`config.mk`:
```
export PLATFORM = sky130hd
export DESIGN_NAME = aas_sequencer
export DESIGN_NICKNAME = d
export VERILOG_FILES = /design/src/design/aas_pkg.sv /design/src/design/aas_chan_filter.sv /design/src/design/aas_sequencer.sv
export SDC_FILE = /design/constraint.sdc
export NUM_CORES = 1
export LEC_CHECK = 0
export ABC_AREA = 1
export ABC_CLOCK_PERIOD_IN_PS = 8600
export BUFFER_PORTS_ARGS = -buffer_cell sky130_fd_sc_hd__buf_2
export CAP_MARGIN = 20
export CELL_PAD_IN_SITES_DETAIL_PLACEMENT = 1
export CELL_PAD_IN_SITES_GLOBAL_PLACEMENT = 2
export CORE_UTILIZATION = 30
export CTS_CLUSTER_SIZE = 30
export DETAILED_ROUTE_END_ITERATION = 6
export PLACE_DENSITY = 0.74
export SYNTH_ARGS = -nofsm -noshare
export SYNTH_HDL_FRONTEND = slang
export SYNTH_SLANG_ARGS = --single-unit
export TNS_END_PERCENT = 50
```
`constraint.sdc`:
```
create_clock -name sys_clk_in -period 8.6 [get_ports sys_clk_in]
set_input_delay 1.72 -clock sys_clk_in [delete_from_list [all_inputs] [get_ports sys_clk_in]]
set_output_delay 1.72 -clock sys_clk_in [all_outputs]
set_load 0.005 [all_outputs]
```
`src/design/aas_pkg.sv`:
```
// Constants shared by the auxiliary converter sequencer and its filters
// Function
// - Each of the four control-input channels yields a 10-bit result.
// - One shared converter is multiplexed over the channels in rotation.
// - A conversion starts every 3584 clocks, so each channel every 14336.
// - The filter select register holds 2 bits per channel, 15:8 reserved.
// - Selector 00 bypass, 01 filter, 10 and 11 hysteresis; reset to 00.
// - A pin feeds the converter only while its 4-bit mode is 1101.
package aas_pkg;

  // ****************************************
  // Sizes and timing
  // ****************************************
  localparam int ADC_W = 10;
  localparam int NUM_CH = 4;
  localparam int SEL_W = 2;
  localparam int REG_W = 16;
  localparam int SLOT_CYCLES = 3584;
  localparam int CH_REFRESH_CYCLES = SLOT_CYCLES * NUM_CH;
  localparam int FILT_SHIFT = 2;
  localparam int HYST1_LSB = 1;
  localparam int HYST2_LSB = 2;

  // ****************************************
  // Register map and field values
  // ****************************************
  localparam logic [15:0] PIN_MODE_BASE = 16'hE204;
  localparam logic [15:0] FILT_SEL_ADDR = 16'hE224;
  localparam logic [15:0] RESULT_BASE = 16'hE228;
  localparam int PIN_MODE_W = 4;
  localparam int FILT_SEL_W = 8;
  localparam logic [7:0] FILT_SEL_RST = 8'h00;
  localparam logic [3:0] PIN_MODE_RST = 4'h0;
  localparam logic [3:0] PIN_MODE_AUX = 4'hD;
  localparam logic [1:0] MODE_BYPASS = 2'h0;
  localparam logic [1:0] MODE_FILT = 2'h1;
  localparam logic [1:0] MODE_HYST1 = 2'h2;
  localparam logic [1:0] MODE_HYST2 = 2'h3;

  // Channel 0 sits in the top pair of the select field
  function automatic int sel_lsb(input int ch);
    return (NUM_CH - 1 - ch) * SEL_W;
  endfunction

endpackage

```
`src/design/aas_chan_filter.sv`:
```
// Per-channel post-processing: bypass, smoothing filter and hysteresis
module aas_chan_filter
  import aas_pkg::*;
#(
  parameter int W = ADC_W,
  parameter int SHIFT = FILT_SHIFT
) (
  input wire logic sys_clk_in,
  input wire logic resetn_in,
  input wire logic sample_valid_in,
  input wire logic [W-1:0] sample_in,
  input wire logic [1:0] mode_in,
  output logic [W-1:0] value_out
);

  logic [W-1:0] filt_reg;
  logic [W-1:0] filt_next;
  logic [W-1:0] value_reg;
  logic [W-1:0] thr;
  logic primed_reg;
  logic signed [W:0] delta;
  logic signed [W:0] step;

  function automatic logic [W-1:0] absdiff(input logic [W-1:0] a,
                                           input logic [W-1:0] b);
    return (a > b) ? W'(a - b) : W'(b - a);
  endfunction

  // ****************************************
  // Smoothing filter
  // ****************************************
  // First-order low pass; the arithmetic shift floors, so a residue
  // below 2**SHIFT LSBs may remain, which hysteresis then hides
  always_comb begin
    delta = $signed({1'b0, sample_in}) - $signed({1'b0, filt_reg});
    step = delta >>> SHIFT;
    filt_next = primed_reg ?
      W'($signed({1'b0, filt_reg}) + step) : sample_in;
    thr = (mode_in == MODE_HYST1) ? W'(HYST1_LSB) : W'(HYST2_LSB);
  end

  // Filter state runs in every mode so a mode switch has no start-up step
  always_ff @(posedge sys_clk_in) begin
    if (!resetn_in) begin
      filt_reg <= '0;
      primed_reg <= 1'b0;
    end else if (sample_valid_in) begin
      filt_reg <= filt_next;
      primed_reg <= 1'b1;
    end
  end

  // ****************************************
  // Reported value
  // ****************************************
  always_ff @(posedge sys_clk_in) begin
    if (!resetn_in) begin
      value_reg <= '0;
    end else if (sample_valid_in) begin
      unique case (mode_in)
        MODE_BYPASS: value_reg <= sample_in;
        MODE_FILT: value_reg <= filt_next;
        MODE_HYST1, MODE_HYST2: begin
          if (absdiff(filt_next, value_reg) > thr) begin
            value_reg <= filt_next;
          end
        end
      endcase
    end
  end

  assign value_out = value_reg;

  // ****************************************
  // Checks
  // ****************************************
  bypass_pass_a: assert property (
    @(posedge sys_clk_in) disable iff (!resetn_in)
    sample_valid_in && mode_in == MODE_BYPASS
    |=> value_out == $past(sample_in))
    else $error("bypass value does not follow raw sample");

  filt_track_a: assert property (
    @(posedge sys_clk_in) disable iff (!resetn_in)
    sample_valid_in && mode_in == MODE_FILT
    |=> value_out == filt_reg
        && absdiff(value_out, $past(sample_in))
           <= absdiff($past(filt_reg), $past(sample_in)))
    else $error("filtered value differs from filter state");

  hyst_step_a: assert property (
    @(posedge sys_clk_in) disable iff (!resetn_in)
    $changed(value_out) && $past(mode_in[1])
    |-> absdiff(value_out, $past(value_out)) > $past(thr))
    else $error("hysteresis output moved by too little");

  hyst_move_c: cover property (
    @(posedge sys_clk_in) disable iff (!resetn_in)
    $changed(value_out) && $past(mode_in) == MODE_HYST2);

endmodule

```
`src/design/aas_sequencer.sv`:
```
// Auxiliary converter sequencer with register bank and channel filters
module aas_sequencer
  import aas_pkg::*;
(
  input wire logic sys_clk_in,
  input wire logic resetn_in,
  input wire logic [15:0] reg_addr_in,
  input wire logic [REG_W-1:0] reg_wdata_in,
  input wire logic reg_wr_in,
  input wire logic reg_rd_in,
  output logic [REG_W-1:0] reg_rdata_out,
  output logic conv_start_out,
  output logic [1:0] conv_mux_sel_out,
  input wire logic conv_done_in,
  input wire logic [ADC_W-1:0] conv_result_in,
  output logic [ADC_W-1:0] aux_channel_zero_out,
  output logic [ADC_W-1:0] aux_channel_one_out,
  output logic [ADC_W-1:0] aux_channel_two_out,
  output logic [ADC_W-1:0] aux_channel_three_out
);

  typedef enum logic {SEQ_IDLE, SEQ_WAIT} aas_seq_state_type;

  // ****************************************
  // Declarations
  // ****************************************
  logic [FILT_SEL_W-1:0] filt_sel_reg;
  logic [PIN_MODE_W-1:0] pin_mode_reg [NUM_CH];
  logic [REG_W-1:0] rdata_reg;
  logic [REG_W-1:0] rdata_next;
  logic [11:0] slot_cnt_reg;
  logic slot_tick;
  logic [1:0] ch_reg;
  logic [1:0] mux_reg;
  logic [1:0] conv_ch_reg;
  logic start_reg;
  logic slot_pulse_reg;
  aas_seq_state_type state_reg;
  logic [NUM_CH-1:0] sample_valid;
  logic [ADC_W-1:0] value [NUM_CH];
  logic [2:0] pin_idx;
  logic [2:0] res_idx;

  // Offset of addr into a block of NUM_CH registers, or 4 if outside
  function automatic logic [2:0] block_idx(input logic [15:0] addr,
                                           input logic [15:0] base);
    logic [15:0] off;
    off = 16'(addr - base);
    return (addr >= base && off < 16'(NUM_CH)) ? 3'(off) : 3'h4;
  endfunction

  function automatic logic pin_is_aux(input logic [3:0] mode);
    return mode == PIN_MODE_AUX;
  endfunction

  assign pin_idx = block_idx(reg_addr_in, PIN_MODE_BASE);
  assign res_idx = block_idx(reg_addr_in, RESULT_BASE);

  // ****************************************
  // Register writes
  // ****************************************
  // Only the eight selector bits are stored; the rest read as zero
  always_ff @(posedge sys_clk_in) begin
    if (!resetn_in) begin
      filt_sel_reg <= FILT_SEL_RST;
    end else if (reg_wr_in && reg_addr_in == FILT_SEL_ADDR) begin
      filt_sel_reg <= reg_wdata_in[FILT_SEL_W-1:0];
    end
  end

  // Pin modes for the four pins that can reach the converter
  always_ff @(posedge sys_clk_in) begin
    if (!resetn_in) begin
      for (int i = 0; i < NUM_CH; i++) begin
        pin_mode_reg[i] <= PIN_MODE_RST;
      end
    end else if (reg_wr_in && !pin_idx[2]) begin
      pin_mode_reg[pin_idx[1:0]] <= reg_wdata_in[PIN_MODE_W-1:0];
    end
  end

  // ****************************************
  // Register reads
  // ****************************************
  // Unmapped addresses read as zero; the data stand for one cycle only
  always_comb begin
    rdata_next = '0;
    if (reg_rd_in) begin
      if (reg_addr_in == FILT_SEL_ADDR) begin
        rdata_next = REG_W'(filt_sel_reg);
      end else if (!pin_idx[2]) begin
        rdata_next = REG_W'(pin_mode_reg[pin_idx[1:0]]);
      end else if (!res_idx[2]) begin
        rdata_next = REG_W'(value[res_idx[1:0]]);
      end
    end
  end

  always_ff @(posedge sys_clk_in) begin
    if (!resetn_in) begin
      rdata_reg <= '0;
    end else begin
      rdata_reg <= rdata_next;
    end
  end

  assign reg_rdata_out = rdata_reg;

  // ****************************************
  // Conversion slot timing
  // ****************************************
  // Free-running divider: one slot per SLOT_CYCLES clocks
  always_ff @(posedge sys_clk_in) begin
    if (!resetn_in) begin
      slot_cnt_reg <= '0;
    end else if (slot_tick) begin
      slot_cnt_reg <= '0;
    end else begin
      slot_cnt_reg <= slot_cnt_reg + 12'h001;
    end
  end

  assign slot_tick = slot_cnt_reg == 12'(SLOT_CYCLES - 1);

  // Rotation advances even when a pin is not in converter mode, so each
  // channel keeps its fixed CH_REFRESH_CYCLES refresh period
  always_ff @(posedge sys_clk_in) begin
    if (!resetn_in) begin
      ch_reg <= 2'h0;
      mux_reg <= 2'h0;
      start_reg <= 1'b0;
      slot_pulse_reg <= 1'b0;
    end else begin
      slot_pulse_reg <= slot_tick;
      start_reg <= slot_tick && pin_is_aux(pin_mode_reg[ch_reg]);
      if (slot_tick) begin
        mux_reg <= ch_reg;
        ch_reg <= ch_reg + 2'h1;
      end
    end
  end

  assign conv_start_out = start_reg;
  assign conv_mux_sel_out = mux_reg;

  // ****************************************
  // Result capture
  // ****************************************
  // A done outside a pending conversion is ignored; a new slot restarts
  always_ff @(posedge sys_clk_in) begin
    if (!resetn_in) begin
      state_reg <= SEQ_IDLE;
    end else begin
      unique case (state_reg)
        SEQ_IDLE: begin
          if (start_reg) begin
            state_reg <= SEQ_WAIT;
          end
        end
        SEQ_WAIT: begin
          if (conv_done_in && !start_reg) begin
            state_reg <= SEQ_IDLE;
          end
        end
      endcase
    end
  end

  // Channel of the pending conversion; a late answer that meets the next
  // slot's mux step still lands in the channel that was started
  always_ff @(posedge sys_clk_in) begin
    if (!resetn_in) begin
      conv_ch_reg <= 2'h0;
    end else if (start_reg) begin
      conv_ch_reg <= mux_reg;
    end
  end

  always_comb begin
    sample_valid = '0;
    if (state_reg == SEQ_WAIT && conv_done_in) begin
      sample_valid[conv_ch_reg] = 1'b1;
    end
  end

  // ****************************************
  // Per-channel post-processing
  // ****************************************
  for (genvar g = 0; g < NUM_CH; g++) begin : gen_ch
    aas_chan_filter #(
      .W(ADC_W),
      .SHIFT(FILT_SHIFT)
    ) u_filt (
      .sys_clk_in(sys_clk_in),
      .resetn_in(resetn_in),
      .sample_valid_in(sample_valid[g]),
      .sample_in(conv_result_in),
      .mode_in(filt_sel_reg[sel_lsb(g) +: SEL_W]),
      .value_out(value[g])
    );
  end

  assign aux_channel_zero_out = value[0];
  assign aux_channel_one_out = value[1];
  assign aux_channel_two_out = value[2];
  assign aux_channel_three_out = value[3];

  // ****************************************
  // Check helpers
  // ****************************************
  logic [15:0] gap_reg;
  logic [1:0] prev_mux_reg;
  logic seen_reg;

  always_ff @(posedge sys_clk_in) begin
    if (!resetn_in) begin
      gap_reg <= '0;
      prev_mux_reg <= 2'h0;
      seen_reg <= 1'b0;
    end else if (slot_pulse_reg) begin
      gap_reg <= '0;
      prev_mux_reg <= mux_reg;
      seen_reg <= 1'b1;
    end else begin
      gap_reg <= gap_reg + 16'h0001;
    end
  end

  // ****************************************
  // Checks
  // ****************************************
  slot_period_a: assert property (
    @(posedge sys_clk_in) disable iff (!resetn_in)
    slot_pulse_reg && seen_reg |-> gap_reg == 16'(SLOT_CYCLES - 1))
    else $error("conversion slots not 3584 clocks apart");

  first_slot_a: assert property (
    @(posedge sys_clk_in) disable iff (!resetn_in)
    !seen_reg |-> gap_reg <= 16'(SLOT_CYCLES))
    else $error("first conversion slot came late");

  mux_rotate_a: assert property (
    @(posedge sys_clk_in) disable iff (!resetn_in)
    slot_pulse_reg && seen_reg |-> mux_reg == 2'(prev_mux_reg + 2'h1))
    else $error("channel multiplexer did not step in rotation");

  pin_gate_a: assert property (
    @(posedge sys_clk_in) disable iff (!resetn_in)
    slot_pulse_reg |->
      conv_start_out == pin_is_aux(pin_mode_reg[mux_reg]))
    else $error("start does not match pin converter mode");

  sel_reset_a: assert property (
    @(posedge sys_clk_in)
    !resetn_in |=> filt_sel_reg == FILT_SEL_RST)
    else $error("filter selectors not cleared by reset");

  sel_read_a: assert property (
    @(posedge sys_clk_in) disable iff (!resetn_in)
    reg_rd_in && reg_addr_in == FILT_SEL_ADDR
    |=> reg_rdata_out[15:8] == 8'h00
        && reg_rdata_out[7:0] == $past(filt_sel_reg))
    else $error("filter select read back wrong");

  result_route_a: assert property (
    @(posedge sys_clk_in) disable iff (!resetn_in)
    sample_valid[0] && filt_sel_reg[7:6] == MODE_BYPASS
    |=> aux_channel_zero_out == $past(conv_result_in))
    else $error("channel zero result not delivered");

  read_once_a: assert property (
    @(posedge sys_clk_in) disable iff (!resetn_in)
    !reg_rd_in |=> reg_rdata_out == '0)
    else $error("read data stood beyond its cycle");

  start_slot_a: assert property (
    @(posedge sys_clk_in) disable iff (!resetn_in)
    conv_start_out |-> slot_cnt_reg == 12'h000 && slot_pulse_reg)
    else $error("conversion start outside its slot");

  start_pulse_a: assert property (
    @(posedge sys_clk_in) disable iff (!resetn_in)
    conv_start_out |=> !conv_start_out)
    else $error("conversion start longer than one cycle");

  mux_hold_a: assert property (
    @(posedge sys_clk_in) disable iff (!resetn_in)
    !slot_pulse_reg |-> $stable(conv_mux_sel_out))
    else $error("channel select moved inside a slot");

  pin_write_a: assert property (
    @(posedge sys_clk_in) disable iff (!resetn_in)
    reg_wr_in && reg_addr_in == PIN_MODE_BASE
    |=> pin_mode_reg[0] == $past(reg_wdata_in[PIN_MODE_W-1:0]))
    else $error("pin zero mode write did not land");

  start_c: cover property (
    @(posedge sys_clk_in) disable iff (!resetn_in) conv_start_out);

  sample_c: cover property (
    @(posedge sys_clk_in) disable iff (!resetn_in) sample_valid[3]);

  sel_write_c: cover property (
    @(posedge sys_clk_in) disable iff (!resetn_in)
    reg_wr_in && reg_addr_in == FILT_SEL_ADDR);

endmodule

```
==> run metrics <==
largest area contributor in the netlist dfxtp_1; number of global-route vias before repair 15,560; number of cell rows 81; setup violators final 0; placed cells 3,140; fin util 34.02%; Final Hold Fails 0; Post CTS Setup Buffer Count 0; Starting Density 30.47%; post-DR vias/cell 4.868; Final Net Count 2,723; routability cong. 0.8823; R2R Setup Slk 2120 ps; Syn Inst Count 2,423; Synth area leaders dfxtp_1, nand2_1, ha_1; top cell type's share of synthesized area 16.61%; Worst-path clk slew 70 ps; Vias 15,445; worst clock skew 12.38 ps; Syn Std Cell Area 0.01495 mm^2; Post-synth EDFFs 16; H-tree Lvls 4; Seq/Total Area, Yosys 19.82%; initial antenna violation count 1; Layout area overhead 11.65%; Pleak 8.851 nW; cell repeated most along the worst path nand2_1; Worst setup SP type primary input; WL final 56.06 mm; top_reg_cell synth dfxtp_1; Detailed Place HPWL 45.68 mm; grt ovf 0; fmax 0.1315 GHz; Post-Place Cell Area 0.01607 mm^2; Clock Tree Buf Depth 2; max cap viols 0; Req. time, crit path 8980 ps; clk sinks 140; TritonCTS Buffers 17; Die W 225.2 um; Worst Reg-to-Reg Cells 35; CP Capture Type register; Max VDD drop 109.6 uV; drt wl/cell 17.67 um; Worst R2R End gen_ch[0].u_filt.value_out[1]; Slew HR 38.96%; final worst-path cycle share 88.45%; crit path from conv_result_in[3]; Max stage delay on crit path 330 ps; met2 GRT Util 36.16%; later-pin clock latency in the skew report 490 ps; unrepaired setup endpoints after global routing no; remaining antenna violation count after routing 0; fin area 0.01669 mm^2; worst slack, placed 508.4 ps; hold crit path type reg2reg; Non-Filler Instances 3,173; DIE AREA 0.05072 mm^2; # IOs 106; hold_buf cts 0; CTS-repair resized insts 0; Netlist cell types 50; Avg Inst Size Synth 6.169 um^2; input/output buffers 91; family with the most delay on the worst path compound AO/OA/AOI/OAI gates; Hold Path Cell Cnt 1; WP depth 39; Initial DRC Count 627; global-route wire length before repair 87.21 mm; grt peak-use layer met2; Die Y 225.2 um; crit path time final 7607 ps; reg2reg start gen_ch[0].u_filt.filt_reg[3]; final setup margin 993.3 ps; largest net degree at the start of global routing 37; Synth async-reset ratio 0%; share of cells above drive strength 1 7.895%; CP Buf/Inv Count 4; Arr. time, crit path 7990 ps; DRT Pass-1 Iters 7; total core area 0.04905 mm^2; P per Cell Area 114.3 mW/mm^2; Slowest cell on crit path ha_1; GRT Total Usage 22.58%; GR Layer Usage met3 2.699%; CP max FO 12; Pwr Total 1.908 mW; Slew Limit Fails 0; GR Layer Usage met1 30.79%; CTS tree built; Seq cells post-synth 140; CP Capture Point gen_ch[1].u_filt.value_out[9]; DRC violations left 0; run status completed; Yosys Warn Count 0; TNS Setup 0 ps; Crit Path Category in2reg; worst slew pin tran 906.0 ps; root buffer cell clkbuf_16; Hold WS 452.2 ps
-- cell families (layout without fill, tap and decap cells) --
group,Yosys count,after routing,synth area share (%)
XOR/XNOR,64,64,3.750
buffers and inverters,488,568,12.79
flip-flops,140,140,19.82
multiplexers,6,6,0.4018
adder cells (fa/ha/maj),181,181,15.75
other,1,7,0.02509
AO/OA/AOI/OAI,431,431,15.55
AND/OR/NAND/NOR,1112,1112,31.91
-- metal layers --
layer | wire length (um) | vias up
met5 | 0 | -
met4 | 1606 | 0
met3 | 1630 | 64
li1 | - | 7841
met1 | 27850 | 7337
met2 | 24980 | 203
-- cell type report --
class                      count  area [um^2]
fill                        6535        32360
multi-input combinational   1800        10100
sequential                   140         2963
inverter                     431         1618
tap                          664        830.8
timing repair buffer         105        560.5
clock buffer                  17        425.4
clock inverter                15        192.7
antenna                        1        2.502
-- how the worst min path moves through the flow --
stage	slack, ps	from	to
after detailed placement	440	slot_cnt_reg[0]	slot_cnt_reg[0]
after floorplan	420	slot_cnt_reg[0]	slot_cnt_reg[0]
after global routing	480	slot_cnt_reg[0]	slot_cnt_reg[0]
after CTS	460	slot_cnt_reg[0]	slot_cnt_reg[0]
after global placement	430	slot_cnt_reg[0]	slot_cnt_reg[0]
final	450	slot_cnt_reg[0]	slot_cnt_reg[0]
-- synth_stat cells, types with 6 or more instances --
cell	instances
xnor2_1	18
o211ai_1	7
xor2_1	46
o21a_1	16
o21bai_1	14
nand2_2	14
dfxtp_1	124
a21o_1	11
ha_1	169
clkbuf_1	32
nor2_1	219
buf_6	6
nand3_1	136
nand4_1	23
o21ai_0	171
a31oi_1	9
edfxtp_1	16
mux2i_1	6
nor2_2	7
or2_2	13
nand2_1	630
inv_1	423
buf_4	6
nand3b_1	22
fa_1	12
a21oi_1	185
nor3_1	21
nand3_2	8
-- layout by cell type (no fill, tap or decap), drive strengths merged, types with 3 or more instances in the layout --
| master | synthesis | final |
|---|---|---|
| a21boi | 3 | 3 |
| a21o | 11 | 11 |
| a21oi | 187 | 187 |
| a31oi | 9 | 9 |
| buf | 20 | 105 |
| clkbuf | 37 | 17 |
| clkinv | 3 | 5 |
| conb | 1 | 6 |
| dfxtp | 124 | 124 |
| edfxtp | 16 | 16 |
| fa | 12 | 12 |
| ha | 169 | 169 |
| inv | 428 | 438 |
| mux2i | 6 | 6 |
| nand2 | 649 | 649 |
| nand3 | 147 | 147 |
| nand3b | 22 | 22 |
| nand4 | 23 | 23 |
| nor2 | 227 | 227 |
| nor3 | 23 | 23 |
| nor3b | 4 | 4 |
| o211ai | 7 | 7 |
| o21a | 16 | 16 |
| o21ai | 176 | 176 |
| o21bai | 14 | 14 |
| or2 | 13 | 13 |
| xnor2 | 18 | 18 |
| xor2 | 46 | 46 |
-- power by group --
group | internal, mW | switching [mW] | total, mW
Combinational | 0.137 | 0.276 | 0.413
Clock | 0.443 | 0.384 | 0.828
Sequential | 0.664 | 0.00286 | 0.667
No activity file was read; power rests on OpenSTA's default activity.
